**config.mk**
```make
export PLATFORM = sky130hd
export DESIGN_NAME = pwmise_top
export DESIGN_NICKNAME = d
export VERILOG_FILES = /design/src/hdl/pwmise_pkg.sv /design/src/hdl/pwmise_iter_gate.sv /design/src/hdl/pwmise_channel.sv /design/src/hdl/pwmise_top.sv
export VERILOG_INCLUDE_DIRS = /design/src /design/src/hdl
export SDC_FILE = /design/constraint.sdc
export NUM_CORES = 1
export LEC_CHECK = 0
export BUFFER_PORTS_ARGS = -buffer_cell sky130_fd_sc_hd__buf_2
export CAP_MARGIN = 20
export CORE_MARGIN = 3
export CORE_UTILIZATION = 57
export CTS_BUF_LIST = sky130_fd_sc_hd__clkbuf_8 sky130_fd_sc_hd__clkbuf_16
export DETAILED_ROUTE_END_ITERATION = 7
export PLACE_DENSITY = 0.79
export SLEW_MARGIN = 20
export SYNTH_ARGS = -nofsm -noshare
export SYNTH_HDL_FRONTEND = slang
export SYNTH_SLANG_ARGS = --single-unit
```
**constraint.sdc**
```tcl
create_clock -name sys_clk -period 3.9 [get_ports sys_clk]
set_clock_uncertainty 0.2 [all_clocks]
set_input_delay 0 -clock sys_clk [delete_from_list [all_inputs] [get_ports sys_clk]]
set_output_delay 0 -clock sys_clk [all_outputs]
set_load 0.01 [all_outputs]
```
**src/hdl/pwmise_params.svh**
```systemverilog
// Constants for the PWM iteration-suppression extension.
// Assumes a 32-bit APB slave with 12-bit byte addresses.
`ifndef PWMISE_PARAMS_SVH
`define PWMISE_PARAMS_SVH

// Geometry
`define PWMISE_CNT_W      10
`define PWMISE_ITER_W     3
`define PWMISE_NUM_CH     4
`define PWMISE_ADDR_W     12

// Low-count control register indices (byte address is index times four)
`define PWMISE_IDX_LSB0   10'h088
`define PWMISE_IDX_LSB1   10'h08A
`define PWMISE_IDX_LSB2   10'h08C
`define PWMISE_IDX_LSB3   10'h08E

// Added registers (byte addresses)
`define PWMISE_ADDR_HIGH0 12'h200
`define PWMISE_ADDR_STAT  12'h240
`define PWMISE_ADDR_MASK  12'h244
`define PWMISE_ADDR_CTRL  12'h248

// Low-count control register fields
`define PWMISE_F_CNT_HI   7
`define PWMISE_F_CNT_LO   6
`define PWMISE_F_SUP_HI   5
`define PWMISE_F_SUP_LO   4
`define PWMISE_F_IRQ_HI   2
`define PWMISE_F_IRQ_LO   1
`define PWMISE_F_SHAPE    0

// Added register fields
`define PWMISE_F_ACT_ONLY 0
`define PWMISE_F_ST_PWM   0
`define PWMISE_F_ST_ROUND 1
`define PWMISE_F_ST_ITER  8
`define PWMISE_F_ST_CNT   16

// Reset values
`define PWMISE_RST_WIDTH  10'h000
`define PWMISE_RST_CODE   2'h0
`define PWMISE_RST_EVT    2'h0
`define PWMISE_RST_DATA   32'h0000_0000

`endif

```
**src/hdl/pwmise_pkg.sv**
```systemverilog
// Types for the PWM iteration-suppression extension.
// Assumes pwmise_params.svh is on the include path.
`include "pwmise_params.svh"

package pwmise_pkg;

   // Whole state of the top module
   typedef struct packed {
      logic [`PWMISE_CNT_W-1:0]                         cnt;      // PWM counter
      logic [`PWMISE_ITER_W-1:0]                        iter;     // Iteration counter
      logic [`PWMISE_NUM_CH-1:0][`PWMISE_CNT_W-1:0]     width;    // Pulse widths
      logic [`PWMISE_NUM_CH-1:0][1:0]                   supp;     // Output suppression
      logic [`PWMISE_NUM_CH-1:0]                        spread;   // Output shape
      logic [1:0]                                       irqLevel; // Interrupt priority
      logic [1:0]                                       irqSupp;  // Interrupt suppression
      logic                                             actOnly;  // Active-iteration irq
      logic [1:0]                                       status;   // Sticky events
      logic [1:0]                                       mask;     // Event mask
      logic [31:0]                                      prdata;   // Read data
      logic                                             pready;   // Access done
      logic                                             pslverr;  // Unmapped access
      logic [`PWMISE_NUM_CH-1:0]                        pwmOut;   // Output pins
      logic                                             irq;      // Interrupt line
      logic [1:0]                                       irqPri;   // Priority output
   } pwmise_state_t;

endpackage

```
**src/hdl/pwmise_iter_gate.sv**
```systemverilog
// Decides whether the current counter iteration is active for a code.
// Assumes a free-running iteration count from the same clock domain.
`timescale 1ns/1ns
`include "pwmise_params.svh"

module pwmise_iter_gate (
   input  wire logic [1:0]                code,   // Suppression code
   input  wire logic [`PWMISE_ITER_W-1:0] iter,   // Current iteration
   output logic                           active  // Iteration passes
);

   // Iteration zero is active for every ratio
   always_comb begin
      unique case (code)
         2'h0: active = 1'b1;                 // Every iteration
         2'h1: active = (iter == 3'h0);       // One of eight
         2'h2: active = (iter[1:0] == 2'h0);  // One of four
         2'h3: active = (iter[0] == 1'b0);    // One of two
      endcase
   end

endmodule // pwmise_iter_gate

```
**src/hdl/pwmise_channel.sv**
```systemverilog
// Compare stage of one PWM channel: single block or spread high time.
// Assumes the shared PWM counter runs from zero to all ones.
`timescale 1ns/1ns
`include "pwmise_params.svh"

module pwmise_channel (
   input  wire logic [`PWMISE_CNT_W-1:0] cnt,     // Shared PWM counter
   input  wire logic [`PWMISE_CNT_W-1:0] width,   // Pulse width count
   input  wire logic                     spread,  // Spread the high time
   output logic                          high     // Raw channel level
);

   logic [`PWMISE_CNT_W-3:0] segWidth;  // Share of each quarter
   logic                     extra;     // Quarter takes one more

   // Spread mode splits the cycle into four quarters
   always_comb begin
      segWidth = width[`PWMISE_CNT_W-1:2];
      extra    = (cnt[`PWMISE_CNT_W-1:`PWMISE_CNT_W-2] < width[1:0]);
      if (spread) begin
         high = ({1'b0, cnt[`PWMISE_CNT_W-3:0]} < ({1'b0, segWidth} + {8'h00, extra}));
      end else begin
         high = (cnt < width);
      end
   end

endmodule // pwmise_channel

```
**src/hdl/pwmise_top.sv**
```systemverilog
// Four-channel PWM with iteration suppression and a shared interrupt.
// Assumes an APB master on sys_clk; rst is synchronous, active high.
//
// Chosen here: register access over APB.
`timescale 1ns/1ns
`include "pwmise_params.svh"

module pwmise_top (
   input  wire logic                      sys_clk,        // System clock
   input  wire logic                      rst,            // Synchronous reset
   input  wire logic                      psel,           // APB select
   input  wire logic                      penable,        // APB enable
   input  wire logic                      pwrite,         // APB direction
   input  wire logic [`PWMISE_ADDR_W-1:0] paddr,          // APB byte address
   input  wire logic [31:0]               pwdata,         // APB write data
   output logic [31:0]                    prdata,         // APB read data
   output logic                           pready,         // APB ready
   output logic                           pslverr,        // APB error
   output logic [`PWMISE_NUM_CH-1:0]      pwmOut,         // PWM output pins
   output logic                           pwmIrq,         // Interrupt request
   output logic [1:0]                     pwmIrqPriority  // Interrupt priority
);

   pwmise_pkg::pwmise_state_t state;       // Registered state
   pwmise_pkg::pwmise_state_t next_state;  // Next state

   // Register map, byte addresses on a 32-bit word bus:
   //   0x220  channel 0 low-count control, write only
   //   0x228  channel 1 low-count control, write only
   //   0x230  channel 2 low-count control, write only
   //   0x238  channel 3 low-count control, write only
   //   0x200  channel 0 high count, bits 7:0, read/write
   //   0x204  channel 1 high count
   //   0x208  channel 2 high count
   //   0x20C  channel 3 high count
   //   0x240  status: bit 0 interrupt event, bit 1 round done,
   //          bits 10:8 iteration, bits 25:16 count; read clears
   //   0x244  event mask, bits 1:0
   //   0x248  control, bit 0 interrupt only in active iteration
   // Reads of the write-only words return zero without error.
   // Any other address answers with an error and changes nothing.
   //
   // Low-count control byte layout:
   //   7:6  two low bits of the pulse width count
   //   5:4  output suppression code
   //   3    unused, always dropped
   //   2:1  ch 0 interrupt level, ch 1 interrupt suppression,
   //        unused on channels 2 and 3
   //   0    shape: clear for one block, set for spread

   logic [`PWMISE_NUM_CH-1:0] chHigh;      // Raw compare levels
   logic [`PWMISE_NUM_CH-1:0] outActive;   // Iteration passes per channel
   logic                      irqActive;   // Iteration passes for interrupt

   // Bus decode and event helpers
   logic                      access;      // Completing APB access
   logic                      wrAccess;    // Completing write
   logic                      rdAccess;    // Completing read
   logic [`PWMISE_NUM_CH-1:0] hitLsb;      // Low-count register hit
   logic [`PWMISE_NUM_CH-1:0] hitHigh;     // High-count register hit
   logic                      hitStat;     // Status register hit
   logic                      hitMask;     // Mask register hit
   logic                      hitCtrl;     // Control register hit
   logic                      wrap;        // Last count of an iteration
   logic [1:0]                events;      // Events this cycle
   logic [1:0]                clrStat;     // Clear from status read

   // Low-count registers are numbered by word index; the bus
   // carries byte addresses, so the index moves up two bits.
   // Byte address of a low-count register from its index
   function automatic logic [`PWMISE_ADDR_W-1:0] lsbAddr(input int ch);
      logic [9:0] idx;
      idx = `PWMISE_IDX_LSB0;
      unique case (ch)
         1: idx = `PWMISE_IDX_LSB1;
         2: idx = `PWMISE_IDX_LSB2;
         3: idx = `PWMISE_IDX_LSB3;
         default: idx = `PWMISE_IDX_LSB0;
      endcase
      return {idx, 2'b00};
   endfunction

   // Each channel owns a compare stage and an output gate; all
   // of them share the PWM counter and the iteration count.
   // Per-channel compare, suppression and address decode
   genvar gi;
   generate
      for (gi = 0; gi < `PWMISE_NUM_CH; gi++) begin : g_ch
         pwmise_channel u_channel (
            .cnt    (state.cnt),
            .width  (state.width[gi]),
            .spread (state.spread[gi]),
            .high   (chHigh[gi])
         );
         pwmise_iter_gate u_out_gate (
            .code   (state.supp[gi]),
            .iter   (state.iter),
            .active (outActive[gi])
         );
         // Register decode for this channel
         assign hitLsb[gi]  = (paddr == lsbAddr(gi));
         assign hitHigh[gi] = (paddr == (`PWMISE_ADDR_HIGH0 + 12'(4 * gi)));
      end
   endgenerate

   // The interrupt has its own gate on the irqSupp code from channel 1, fed
   // by the same iteration count as the output gates.
   // Interrupt iteration gating
   pwmise_iter_gate u_irq_gate (
      .code   (state.irqSupp),
      .iter   (state.iter),
      .active (irqActive)
   );

   // Decodes compare the full byte address, so an unaligned
   // address never hits a register.
   // Fixed register decode
   assign hitStat = (paddr == `PWMISE_ADDR_STAT);
   assign hitMask = (paddr == `PWMISE_ADDR_MASK);
   assign hitCtrl = (paddr == `PWMISE_ADDR_CTRL);

   // Bus timing: setup cycle, a first access cycle in which the
   // answer is prepared, then a second one with ready high.
   // Exactly one wait state; read data and error stand for that
   // one cycle only and are zero otherwise.
   // APB access completes when the registered ready is seen
   assign access   = psel & penable & state.pready;
   assign wrAccess = access & pwrite;
   assign rdAccess = access & ~pwrite;

   // The PWM counter runs from zero to all ones every clock; the
   // iteration count steps once per wrap, eight make a round.
   // Both restart from zero when reset is released.
   // Iteration ends on the last count
   assign wrap = (state.cnt == {`PWMISE_CNT_W{1'b1}});

   // The event fires on the last count of an iteration, so it
   // lines up with the output gates of the iteration now ending.
   // A status read clears only the bits it returned, so an event
   // arriving while the read is in flight waits for the next one.
   // Event sources for the sticky status bits
   always_comb begin
      events = `PWMISE_RST_EVT;
      events[`PWMISE_F_ST_PWM] = wrap & (state.irqLevel != 2'h0) & irqActive
                                 & (~state.actOnly | outActive[0]);
      // A full round of eight iterations finished
      events[`PWMISE_F_ST_ROUND] = wrap & (state.iter == 3'h7);
      // Clear only the bits that the read handed out
      clrStat = (rdAccess & hitStat) ? state.prdata[1:0] : 2'h0;
   end

   // Next-state logic
   always_comb begin
      next_state = state;

      // Counters never stop; software cannot pause or preload them
      // Counters run every clock
      next_state.cnt = state.cnt + 10'h001;
      if (wrap) begin
         next_state.iter = state.iter + 3'h1;
      end

      // Pins are registered: each follows its compare one clock
      // after the count, the same delay on every channel.
      // Suppressed iterations hold low
      for (int i = 0; i < `PWMISE_NUM_CH; i++) begin
         next_state.pwmOut[i] = chHigh[i] & outActive[i];
      end

      // Ready rises on the second access cycle
      next_state.pready  = psel & penable & ~state.pready;
      next_state.prdata  = `PWMISE_RST_DATA;
      next_state.pslverr = 1'b0;

      // Writes land on the edge that completes the access; unused
      // bits of the written word are dropped.
      // Register writes
      if (wrAccess) begin
         for (int i = 0; i < `PWMISE_NUM_CH; i++) begin
            if (hitLsb[i]) begin
               next_state.width[i][1:0] = pwdata[`PWMISE_F_CNT_HI:`PWMISE_F_CNT_LO];
               next_state.supp[i] = pwdata[`PWMISE_F_SUP_HI:`PWMISE_F_SUP_LO];
               next_state.spread[i] = pwdata[`PWMISE_F_SHAPE];
               // Shared irq fields on channels 0 and 1
               if (i == 0) begin
                  next_state.irqLevel = pwdata[`PWMISE_F_IRQ_HI:`PWMISE_F_IRQ_LO];
               end
               if (i == 1) begin
                  next_state.irqSupp = pwdata[`PWMISE_F_IRQ_HI:`PWMISE_F_IRQ_LO];
               end
               // Channels 2, 3 drop bits 3:1
            end
            if (hitHigh[i]) begin
               // Upper eight count bits
               next_state.width[i][`PWMISE_CNT_W-1:2] = pwdata[7:0];
            end
         end
         if (hitMask) begin
            next_state.mask = pwdata[1:0];
         end
         if (hitCtrl) begin
            next_state.actOnly = pwdata[`PWMISE_F_ACT_ONLY];
         end
      end

      // Read data is prepared one cycle early, while ready is low,
      // so that it stands in the register in the ready cycle.
      // Read data and error answer on the ready cycle
      if (psel & penable & ~state.pready) begin
         if (hitStat) begin
            next_state.prdata[1:0] = state.status;
            next_state.prdata[`PWMISE_F_ST_ITER +: `PWMISE_ITER_W] = state.iter;
            next_state.prdata[`PWMISE_F_ST_CNT +: `PWMISE_CNT_W]   = state.cnt;
         end else if (hitMask) begin
            next_state.prdata[1:0] = state.mask;
         end else if (hitCtrl) begin
            next_state.prdata[`PWMISE_F_ACT_ONLY] = state.actOnly;
         end else if (|hitHigh) begin
            // High counts read back
            for (int i = 0; i < `PWMISE_NUM_CH; i++) begin
               if (hitHigh[i]) begin
                  next_state.prdata[7:0] = state.width[i][`PWMISE_CNT_W-1:2];
               end
            end
         end else if (|hitLsb) begin
            // Write-only registers read as zero
            next_state.prdata = `PWMISE_RST_DATA;
         end else begin
            // Unmapped address
            next_state.pslverr = 1'b1;
         end
      end

      // Sticky status: set wins over read clear
      next_state.status = (state.status & ~clrStat) | events;

      // Line and priority pins come from the next values, so they
      // change on the same edge as their sources.
      // One level request, gated by mask
      next_state.irq    = |(next_state.status & next_state.mask);
      next_state.irqPri = next_state.irqLevel;

      // Reset wins over every other update in the same cycle; pins
      // and interrupt go low, all fields return to reset codes.
      // Synchronous reset
      if (rst) begin
         next_state.cnt      = {`PWMISE_CNT_W{1'b0}};
         next_state.iter     = 3'h0;
         for (int i = 0; i < `PWMISE_NUM_CH; i++) begin
            next_state.width[i] = `PWMISE_RST_WIDTH;
            next_state.supp[i]  = `PWMISE_RST_CODE;
         end
         next_state.spread   = 4'h0;
         next_state.irqLevel = `PWMISE_RST_CODE;
         next_state.irqSupp  = `PWMISE_RST_CODE;
         next_state.actOnly  = 1'b0;
         next_state.status   = `PWMISE_RST_EVT;
         next_state.mask     = `PWMISE_RST_EVT;
         next_state.prdata   = `PWMISE_RST_DATA;
         next_state.pready   = 1'b0;
         next_state.pslverr  = 1'b0;
         next_state.pwmOut   = 4'h0;
         next_state.irq      = 1'b0;
         next_state.irqPri   = 2'h0;
      end
   end

   // One register holds the whole state; reset is folded into
   // the next-state logic above, so this process only copies.
   // Every field updates on every clock edge.
   // State register
   always_ff @(posedge sys_clk) begin
      state <= next_state;
   end

   // Outputs straight from the state register
   assign prdata         = state.prdata;
   assign pready         = state.pready;
   assign pslverr        = state.pslverr;
   assign pwmOut         = state.pwmOut;
   assign pwmIrq         = state.irq;
   assign pwmIrqPriority = state.irqPri;

endmodule // pwmise_top

```
After elaboration in Yosys (flattened, before gate mapping)
Cells that the tools add are included.
{"block": "word_totals", "regBits": 113, "in_bits": 49, "output_inout_bits": 41, "word_cells": 158}
{"block": "classes", "n_addsub": 6, "magnitude_cmp": 12, "n_eq_ne": 28, "muxes": 35, "bitwise_logic": 24, "reduce_logical": 23}
{"operator": "$mux W32", "n": 5}
{"operator": "$eq A12 B10 Y1 const B", "n": 11}
{"operator": "$lt A10 B10 Y1", "n": 4}
{"operator": "$mux W8", "n": 5}
{"operator": "$add A8 B1 Y9", "n": 4}
{"operator": "$lt A8 B9 Y1", "n": 4}
{"operator": "$mux W25", "n": 1}
{"operator": "$mux W24", "n": 1}
{"operator": "$eq A2 B2 Y1 const B", "n": 10}
{"operator": "$pmux W1 S4", "n": 5}
{"operator": "$mux W18", "n": 1}
{"operator": "$reduce_and A2 Y1", "n": 9}
{"operator": "$and A1 B1 Y1", "n": 14}
{"operator": "$mux W2", "n": 7}
{"operator": "$logic_not A2 Y1", "n": 6}
{"operator": "$add A10 B1 Y10 const B", "n": 1}
{"operator": "$eq A10 B10 Y1 const B", "n": 1}
{"operator": "$eq A2 B1 Y1 const B", "n": 5}
{"operator": "$mux W10", "n": 1}
{"operator": "$reduce_or A9 Y1", "n": 1}
{"operator": "$lt A2 B2 Y1", "n": 4}
{"operator": "$reduce_or A4 Y1", "n": 2}
{"operator": "$mux W1", "n": 7}
{"operator": "$mux W5", "n": 1}
{"operator": "other kinds (12)", "n": 18}

Depth between registers and ports, before layout
Gate-level depths: netlist (run 1).
{"block": "logic_depth", "depth_word": 11, "ltp_mapped": 14, "depth_no_buf": 14}

Hierarchy
From an unflattened synthesis (run 1), not the netlist that was laid out.
{"block": "hier_totals", "hier_cells": 742, "hier_area_um2": 6621.4}
{"module": "pwmise_top", "n_inst": 1, "cells_each": 445, "area_each_um2": 4300.4, "seq_area_each_um2": 2042.0}
{"module": "pwmise_channel (g_ch[0].u_channel ...)", "n_inst": 3, "cells_each": 69, "area_each_um2": 543.0, "seq_area_each_um2": 0.0}
{"module": "pwmise_channel (g_ch[3].u_channel)", "n_inst": 1, "cells_each": 70, "area_each_um2": 554.3, "seq_area_each_um2": 0.0}
{"module": "pwmise_iter_gate", "n_inst": 5, "cells_each": 4, "area_each_um2": 27.5, "seq_area_each_um2": 0.0}

Worst setup path after synthesis (run 1)
OpenSTA, ideal clock, no wires.
{"block": "synth_timing", "kind": "register -> register", "start": "reg state[114] (netlist bit)", "end": "reg state, in the netlist pwmOut[2]", "setup_ps": 86, "arrival_ps": 2606, "path_slack_ps": 1009, "stages_incl_launch_ff": 14, "path_buffers": 0, "synth_period_minus_slack_ps": 2891, "cell_sequence": "dfxtp_1 ha_1 a21oi_1 ha_1 ha_1 nand3_1 nor3_1 xnor2_1 ha_1 o21a_1 o21ai_0 a311o_1 a31oi_1 a211oi_1"}
{"block": "synth_via", "elab_chain_cells": 5, "word_cells_on_any_way": 6, "classes_between": "add/sub: 1; order compare: 3; mux: 1; bitwise: 1"}
{"element": "start: declaration", "line_no": "pwmise_top.sv:24", "text": "pwmise_pkg::pwmise_state_t state;"}
{"element": "start signal: assignment", "line_no": "pwmise_top.sv:273", "text": "state <= next_state;"}
{"element": "$lt A2 B2 Y1", "line_no": "pwmise_channel.sv:19", "text": "extra = (cnt[`PWMISE_CNT_W-1:`PWMISE_CNT_W-2] < width[1:0]);"}
{"element": "$add A8 B1 Y9", "line_no": "pwmise_channel.sv:21", "text": "high = ({1'b0, cnt[`PWMISE_CNT_W-3:0]} < ({1'b0, segWidth} + {8'h00, extra}));"}
{"element": "$lt A8 B9 Y1", "line_no": "pwmise_channel.sv:21"}
{"element": "$mux W1 (*)", "line_no": "pwmise_channel.sv:20", "text": "if (spread) begin"}
{"element": "$and A1 B1 Y1 (*)", "line_no": "pwmise_top.sv:167", "text": "next_state.pwmOut[i] = chHigh[i] & outActive[i];"}
Every way passes the cells marked *; elsewhere a longest branch is shown, timed or not.
A chain may end at the register's enable or synchronous reset.

Final worst setup path (run 1)
Same ends and word-level chain as after synthesis.

==> results of run 1 <==
[synthesized netlist by cell type (2+ instances only)]
library cell  instances  area, sq um
dfxtp_1             102         2040
ha_1                 80         1000
nor2_1               64          240
inv_1                50          188
mux2i_1              44          440
a21oi_1              43          215
buf_4                43          323
nand3_1              40          200
nand2_1              37          139
xnor2_1              27          236
clkbuf_1             17         63.8
and2_1               15         93.8
a21o_1               14          105
nand2b_1             14         87.6
nor2b_1              14         87.6
o21ai_0              14         70.1
nand4_1              12         75.1
mux4_2                8          180
nor4_1                6         37.5
a211oi_1              5         37.5
nor3_1                5         25.0
and3_1                4         25.0
o22ai_1               4         25.0
xor2_1                4         35.0
a211o_1               3         26.3
a31oi_1               3         18.8
buf_1                 3         11.3
nor4_4                3         63.8
o21a_1                3         22.5
o221ai_1              3         26.3
a2111oi_0             2         17.5
a22oi_1               2         15.0
a311oi_1              2         17.5
and3b_1               2         17.5
nand4b_1              2         17.5
o31ai_1               2         15.0
or3_1                 2         12.5
or4_1                 2         15.0
[stage by stage]
step,setup slack [ns],hold WS (ns),util,power (mW)
global route,0.180,0.102,0.651,2.24
global placement,0.627,0.0741,0.600,1.21
CTS,0.518,0.0462,0.651,2.18
floorplan,1.01,-0.0561,-,1.18
finish,0.477,0.0693,0.651,2.18
detailed placement,0.560,0.0794,0.600,1.22
[routing by layer]
| metal | routed length (um) | GRT usage | part of all wire | up-vias |
|---|---|---|---|---|
| met1 | 6790 | 0.324 | 0.40 | 2572 |
| met3 | 1160 | 0.0582 | 0.069 | 62 |
| li1 | - | - | - | 2578 |
| met2 | 8000 | 0.440 | 0.48 | 234 |
| met4 | 864 | 0.161 | 0.051 | 0 |
| met5 | 0 | 0 | 0 | - |
[worst min-delay path by stage]
stage	startpoint	endpoint	slack [ns]	cells after the start
final	paddr[1]	state[44]$_SDFF_PP0_	0.07	6
after global routing	paddr[1]	state[45]$_SDFFE_PP0P_	0.10	6
after floorplan	pwdata[1]	state[75]$_SDFFE_PP0P_	-0.06	2
after global placement	rst	pready$_SDFF_PP0_	0.07	2
after detailed placement	rst	pready$_SDFF_PP0_	0.08	2
after CTS	paddr[1]	state[44]$_SDFF_PP0_	0.05	6
[power by group through the flow]
stage	sequential, mW	combinational (mW)	clock, mW
after floorplan	1.08	0.102	0
after global placement	1.09	0.127	0
after detailed placement	1.09	0.131	0
after CTS	1.06	0.147	0.975
after global routing	1.06	0.165	1.02
final	1.06	0.150	0.969
[registers in the layout, summed over array words and instances (netlist names)]
name and flops:
pslverr 1, pwmOut 4, pwmIrqPriority 2, pready 1, pwmIrq 1, prdata 21, state 72
[layout by cell type (no fill, tap or decap), types with 5 or more instances in the layout]
master / netlist / layout
buf_2: 1 / 54
dlygate4sd3_1: 0 / 23
mux2i_1: 44 / 44
clkbuf_16: 0 / 9
mux4_2: 8 / 8
nand2_1: 37 / 37
xnor2_1: 27 / 27
nand4_1: 12 / 12
o21ai_0: 14 / 14
a211oi_1: 5 / 5
a21oi_1: 43 / 43
nor2b_1: 14 / 14
a21o_1: 14 / 14
nor2_1: 64 / 64
dfxtp_1: 102 / 102
ha_1: 80 / 80
conb_1: 1 / 11
nor3_1: 5 / 5
and2_1: 15 / 15
nor4_1: 6 / 6
inv_1: 50 / 50
nand3_1: 40 / 40
nand2b_1: 14 / 14
[cell families (layout without fill, tap and decap cells)]
group                    after synthesis  in the layout  share of synthesized area
other                                  1             11                   0.000578
adder cells (fa/ha/maj)               80             80                      0.154
flip-flops                           102            102                      0.315
AND/OR/NAND/NOR                      230            230                      0.187
buffers and inverters                115            147                     0.0918
AO/OA/AOI/OAI                        113            113                      0.112
multiplexers                          53             53                     0.0974
XOR/XNOR                              31             31                     0.0419
[final cells by class]
class	instances	area, sq um
flip-flops and latches	102	2040
well taps	140	175
repair buffers	81	531
clock buffers	9	225
fillers	871	3830
inverters	50	188
multi-input cells	518	3890
clock inverters	7	103
[critical path: stages, from the launching register on]
cell      delay (ns)
dfxtp_1         0.59
ha_1            0.31
a21oi_1         0.18
ha_1            0.23
ha_1            0.19
nand3_1         0.13
nor3_1          0.29
xnor2_1         0.17
ha_1            0.25
o21a_1          0.17
o21ai_0         0.16
a311o_1         0.13
a31oi_1         0.04
a211oi_1        0.27
==> results.tsv, run 1 <==
metric	value	unit
worst hold path class	input pin to flop	
CTS root buf	clkbuf_16	
number of global-route vias before repair	5519	
Finished Layout Cells	907	
final setup fails	0	
reg-to-reg endpoint	pwmOut[2]$_SDFF_PP0_	
Final min period	3.42	ns
CTS clock-pin slew for the worst setup and hold paths	0.08	ns
status	complete, no violations	
pwr dens	305	mW/mm^2
nets@finish	891	
clock share of power	0.444	
Global Route Usage Sum	0.269	
vias per cell	6.00	
Worst slew margin	0.400	
Arr. time, crit path	3.47	ns
Die Span Y	113	um
Synth Register Bits	102	
FMAX	292	MHz
sw power	0.547	mW
Routed Antenna Nets	0	
Peak VDD IR	0.244	mV
setup tns final	0	ns
wire length per cell	18.5	um
row count	38	
Crit. End Element	flop	
max cap viols	0	
Register-to-Register Path Depth	13	
CP Launch Type	flop	
Port Buffers	54	
Iter 0 DRT Violations	548	
share of cells above drive strength 1	0.116	
post-DP HPWL	11.9	mm
post-synthesis cell count	725	
first-pass GRT wire length	27.4	mm
GR Overflow Total	0	
Critical Path Start	state[114]$_SDFF_PP0_	
H-tree depth	3	
Starting Density	0.591	
post-CTS setup buffers	0	
largest net degree at the start of global routing	80	
asr flop ratio synth	0	
diode count	0	
die width	113	um
Logic pwr share	0.069	
Post-route DRC	0	
reg2reg setup slack	0.48	ns
post-route cell area	0.00715	sq mm
internal power	1.63	mW
DP Area	0.00659	sq mm
core box area	0.0110	sq mm
Synth cell types	63	
register area share after synthesis	0.315	
final hold viol count	0	
Max Slew Vio Count	0	
synthesized area per cell	8.95	sq um
Period Utilization, post-route	0.878	
worst reg2reg path startpoint	state[114]$_SDFF_PP0_	
post-CTS resize count	0	
RSZ-0062 raised after global routing	false	
initial antenna violation count	0	
crit path to	pwmOut[2]$_SDFF_PP0_	
Reg power frac	0.487	
Num Clock Sinks	102	
Leakage	3.04	nW
Inst Count DP	868	
vias	5446	
required time worst endpoint	3.95	ns
IO Pins	90	
Syn Std Cell Area	0.00649	sq mm
worst-path fanout max	7	
Area Overhead vs Synth	10.2	%
die area	0.0127	sq mm
clk_lat worst skew	0.35	ns
Sw Ratio	0.251	
CTS tree	yes	
Routability Congestion	0.924	
Slew @ Worst Pin	0.898	ns
number of synthesized flops with an enable pin	0	
Worst Setup Path Type	flop to flop	
ys flop type	dfxtp_1	
drt first pass iters	5	
Clock Path Buffers	2	
Hold Buf Count CTS	23	
Ys Warns	0	
WL final	16.8	mm
TritonCTS buffer count	9	
Power figures use the tool's default switching activity.
==> run 2, diff against run 1 <==
- BUFFER_PORTS_ARGS: -buffer_cell sky130_fd_sc_hd__buf_2 -> not set
- CORE_ASPECT_RATIO: not set -> 1.5
- DONT_BUFFER_PORTS: not set -> 1
- PLACE_DENSITY: 0.79 -> 0.72
==> results.tsv, run 2 (synthesis results as in run 1) <==
metric	value	unit	change
family with the most delay on the worst path	buffers and inverters		
Worst slew margin	0.386		-0.0141
CTS clock-pin slew for the worst setup and hold paths	0.07	ns	about the same
worst hold path class	input pin to flop		
final setup fails	0		unchanged
Starting Density	0.587		-0.00388
pwr dens	303	mW/mm^2	-0.66%
Inst Count DP	819		-5.6%
most frequent cells in the layout	dfxtp_1, ha_1, nor2_1, inv_1, mux2i_1		
Clock Path Buffers	2		unchanged
vias	5283		-3.0%
die width	93.1	um	-17%
Layout fillers	966		+11%
drt first pass iters	5		unchanged
Hold Buf Count CTS	37		+61%
nets@finish	849		-4.7%
Slew @ Worst Pin	0.918	ns	+0.0200 ns
first-pass GRT wire length	26.9	mm	-2.0%
Bufs and invs on worst path	4		+4
Area Overhead vs Synth	8.12	%	
CTS tree	yes		
Biggest register	state		
GR Overflow Total	0		unchanged
Routed Antenna Nets	0		unchanged
Max Slew Vio Count	0		unchanged
initial antenna violation count	0		unchanged
Worst Setup Path Type	input pin to flop		
Finished Layout Cells	872		-3.9%
die area	0.0127	sq mm	+0.20%
CP most frequent cell	dlygate4sd3_1		
CTS root buf	clkbuf_16		
wire length per cell	19.3	um	+4.3%
Multi-input gate area	0.00389	sq mm	unchanged
final total power	2.13	mW	-2.6%
core box area	0.0111	sq mm	+0.66%
required time worst endpoint	3.99	ns	+0.04 ns
post-route cell area	0.00701	sq mm	-1.9%
max cap viols	0		unchanged
diode count	0		unchanged
Peak VDD IR	0.336	mV	+37%
H-tree depth	3		unchanged
CP Launch Type	input pin		
DP Area	0.00631	sq mm	-4.2%
FMAX	279	MHz	-4.4%
worst-path fanout max	9		+2
TritonCTS buffer count	9		unchanged
status	complete, no violations		
number of flip-flops in the largest register	72		unchanged
RSZ-0062 raised after global routing	false		
largest net degree at the start of global routing	81		+1.3%
share of cells above drive strength 1	0.0455		-0.0705
Num Clock Sinks	102		unchanged
IO Pins	90		unchanged
Post-route DRC	0		unchanged
Iter 0 DRT Violations	400		-27%
Arr. time, crit path	3.67	ns	+0.20 ns
Global Route Usage Sum	0.274		+0.00478
commonest non-fill, non-tap cell in the layout	dfxtp_1		
Period Utilization, post-route	0.918		+0.0403
setup tns final	0	ns	unchanged
Routability Congestion	0.879		-4.9%
Die Span Y	137	um	+21%
post-DP HPWL	11.9	mm	+0.20%
vias per cell	6.06		+0.90%
row count	47		+24%
Crit. End Element	flop		
Crit-path slowest cell	dlygate4sd3_1		
number of global-route vias before repair	5411		-2.0%
Leakage	2.82	nW	-7.2%
CP peak stage delay	0.62	ns	+0.03 ns
clk_lat worst skew	0.35	ns	about the same
post-CTS resize count	0		unchanged
Final min period	3.58	ns	+0.157 ns
FF/Latch Area	0.00204	sq mm	unchanged
post-CTS setup buffers	0		unchanged
Port Buffers	0		-100%
final hold viol count	0		unchanged
Critical Path, Cell by Cell	dlygate4sd3_1 > or4_1 > dlygate4sd3_1 > nor4_4 > nand3_1 > dlygate4sd3_1 > a21oi_1 > dlygate4sd3_1		
WL final	16.9	mm	+0.24%
-- run 2: final timing paths --
| kind | startpoint | to | slack (ns) | depth (start not counted) |
|---|---|---|---|---|
| hold reg to reg | state[67]$_SDFFE_PP0P_ | state[67]$_SDFFE_PP0P_ | 0.28 | 2 |
| hold / removal | paddr[4] | state[92]$_SDFFE_PP0P_ | 0.02 | 3 |
| setup / recovery | paddr[4] | state[84]$_SDFFE_PP0P_ | 0.32 | 8 |
| setup reg to reg | state[114]$_SDFF_PP0_ | pwmOut[2]$_SDFF_PP0_ | 0.47 | 13 |
-- run 2: layout make-up --
| cell class | count | area share |
|---|---|---|
| Clock buffer | 11 | 0.0360 |
| Clock inverter | 5 | 0.00821 |
| Inverter | 50 | 0.0268 |
| Multi-Input combinational cell | 518 | 0.554 |
| Sequential cell | 102 | 0.291 |
| Tap cell | 147 | 0.0262 |
| Timing Repair Buffer | 39 | 0.0574 |
-- run 2: tightest hold or removal path, cell delays in order --
cell	delay, ns
nand3_1	0.33
mux2i_1	0.13
nor2_1	0.07
-- run 2: per-layer routing --
layer  share of wire  global-route usage  vias to the layer above
li1                -                   -                     2508
met2            0.52               0.494                      206
met5               0                   0                        -
met1            0.37               0.300                     2502
met4           0.054               0.176                        0
met3           0.052              0.0319                       67
-- run 2: through the flow --
stage | util | hold WS, ns | setup WS [ns]
2_1_floorplan | - | -0.0561 | 1.01
3_3_place_gp | 0.571 | -0.122 | 0.576
3_5_place_dp | 0.571 | -0.120 | 0.491
4_1_cts | 0.634 | 0.00259 | 0.422
5_1_grt | 0.634 | 0.0315 | 0.192
6_report | 0.634 | 0.0187 | 0.319
-- run 2: report_power, final --
group	internal (mW)	total (mW)	switching, mW
combinational	0.0582	0.134	0.0753
clock	0.533	0.924	0.392
sequential	1.05	1.07	0.0193
total	1.64	2.13	0.486
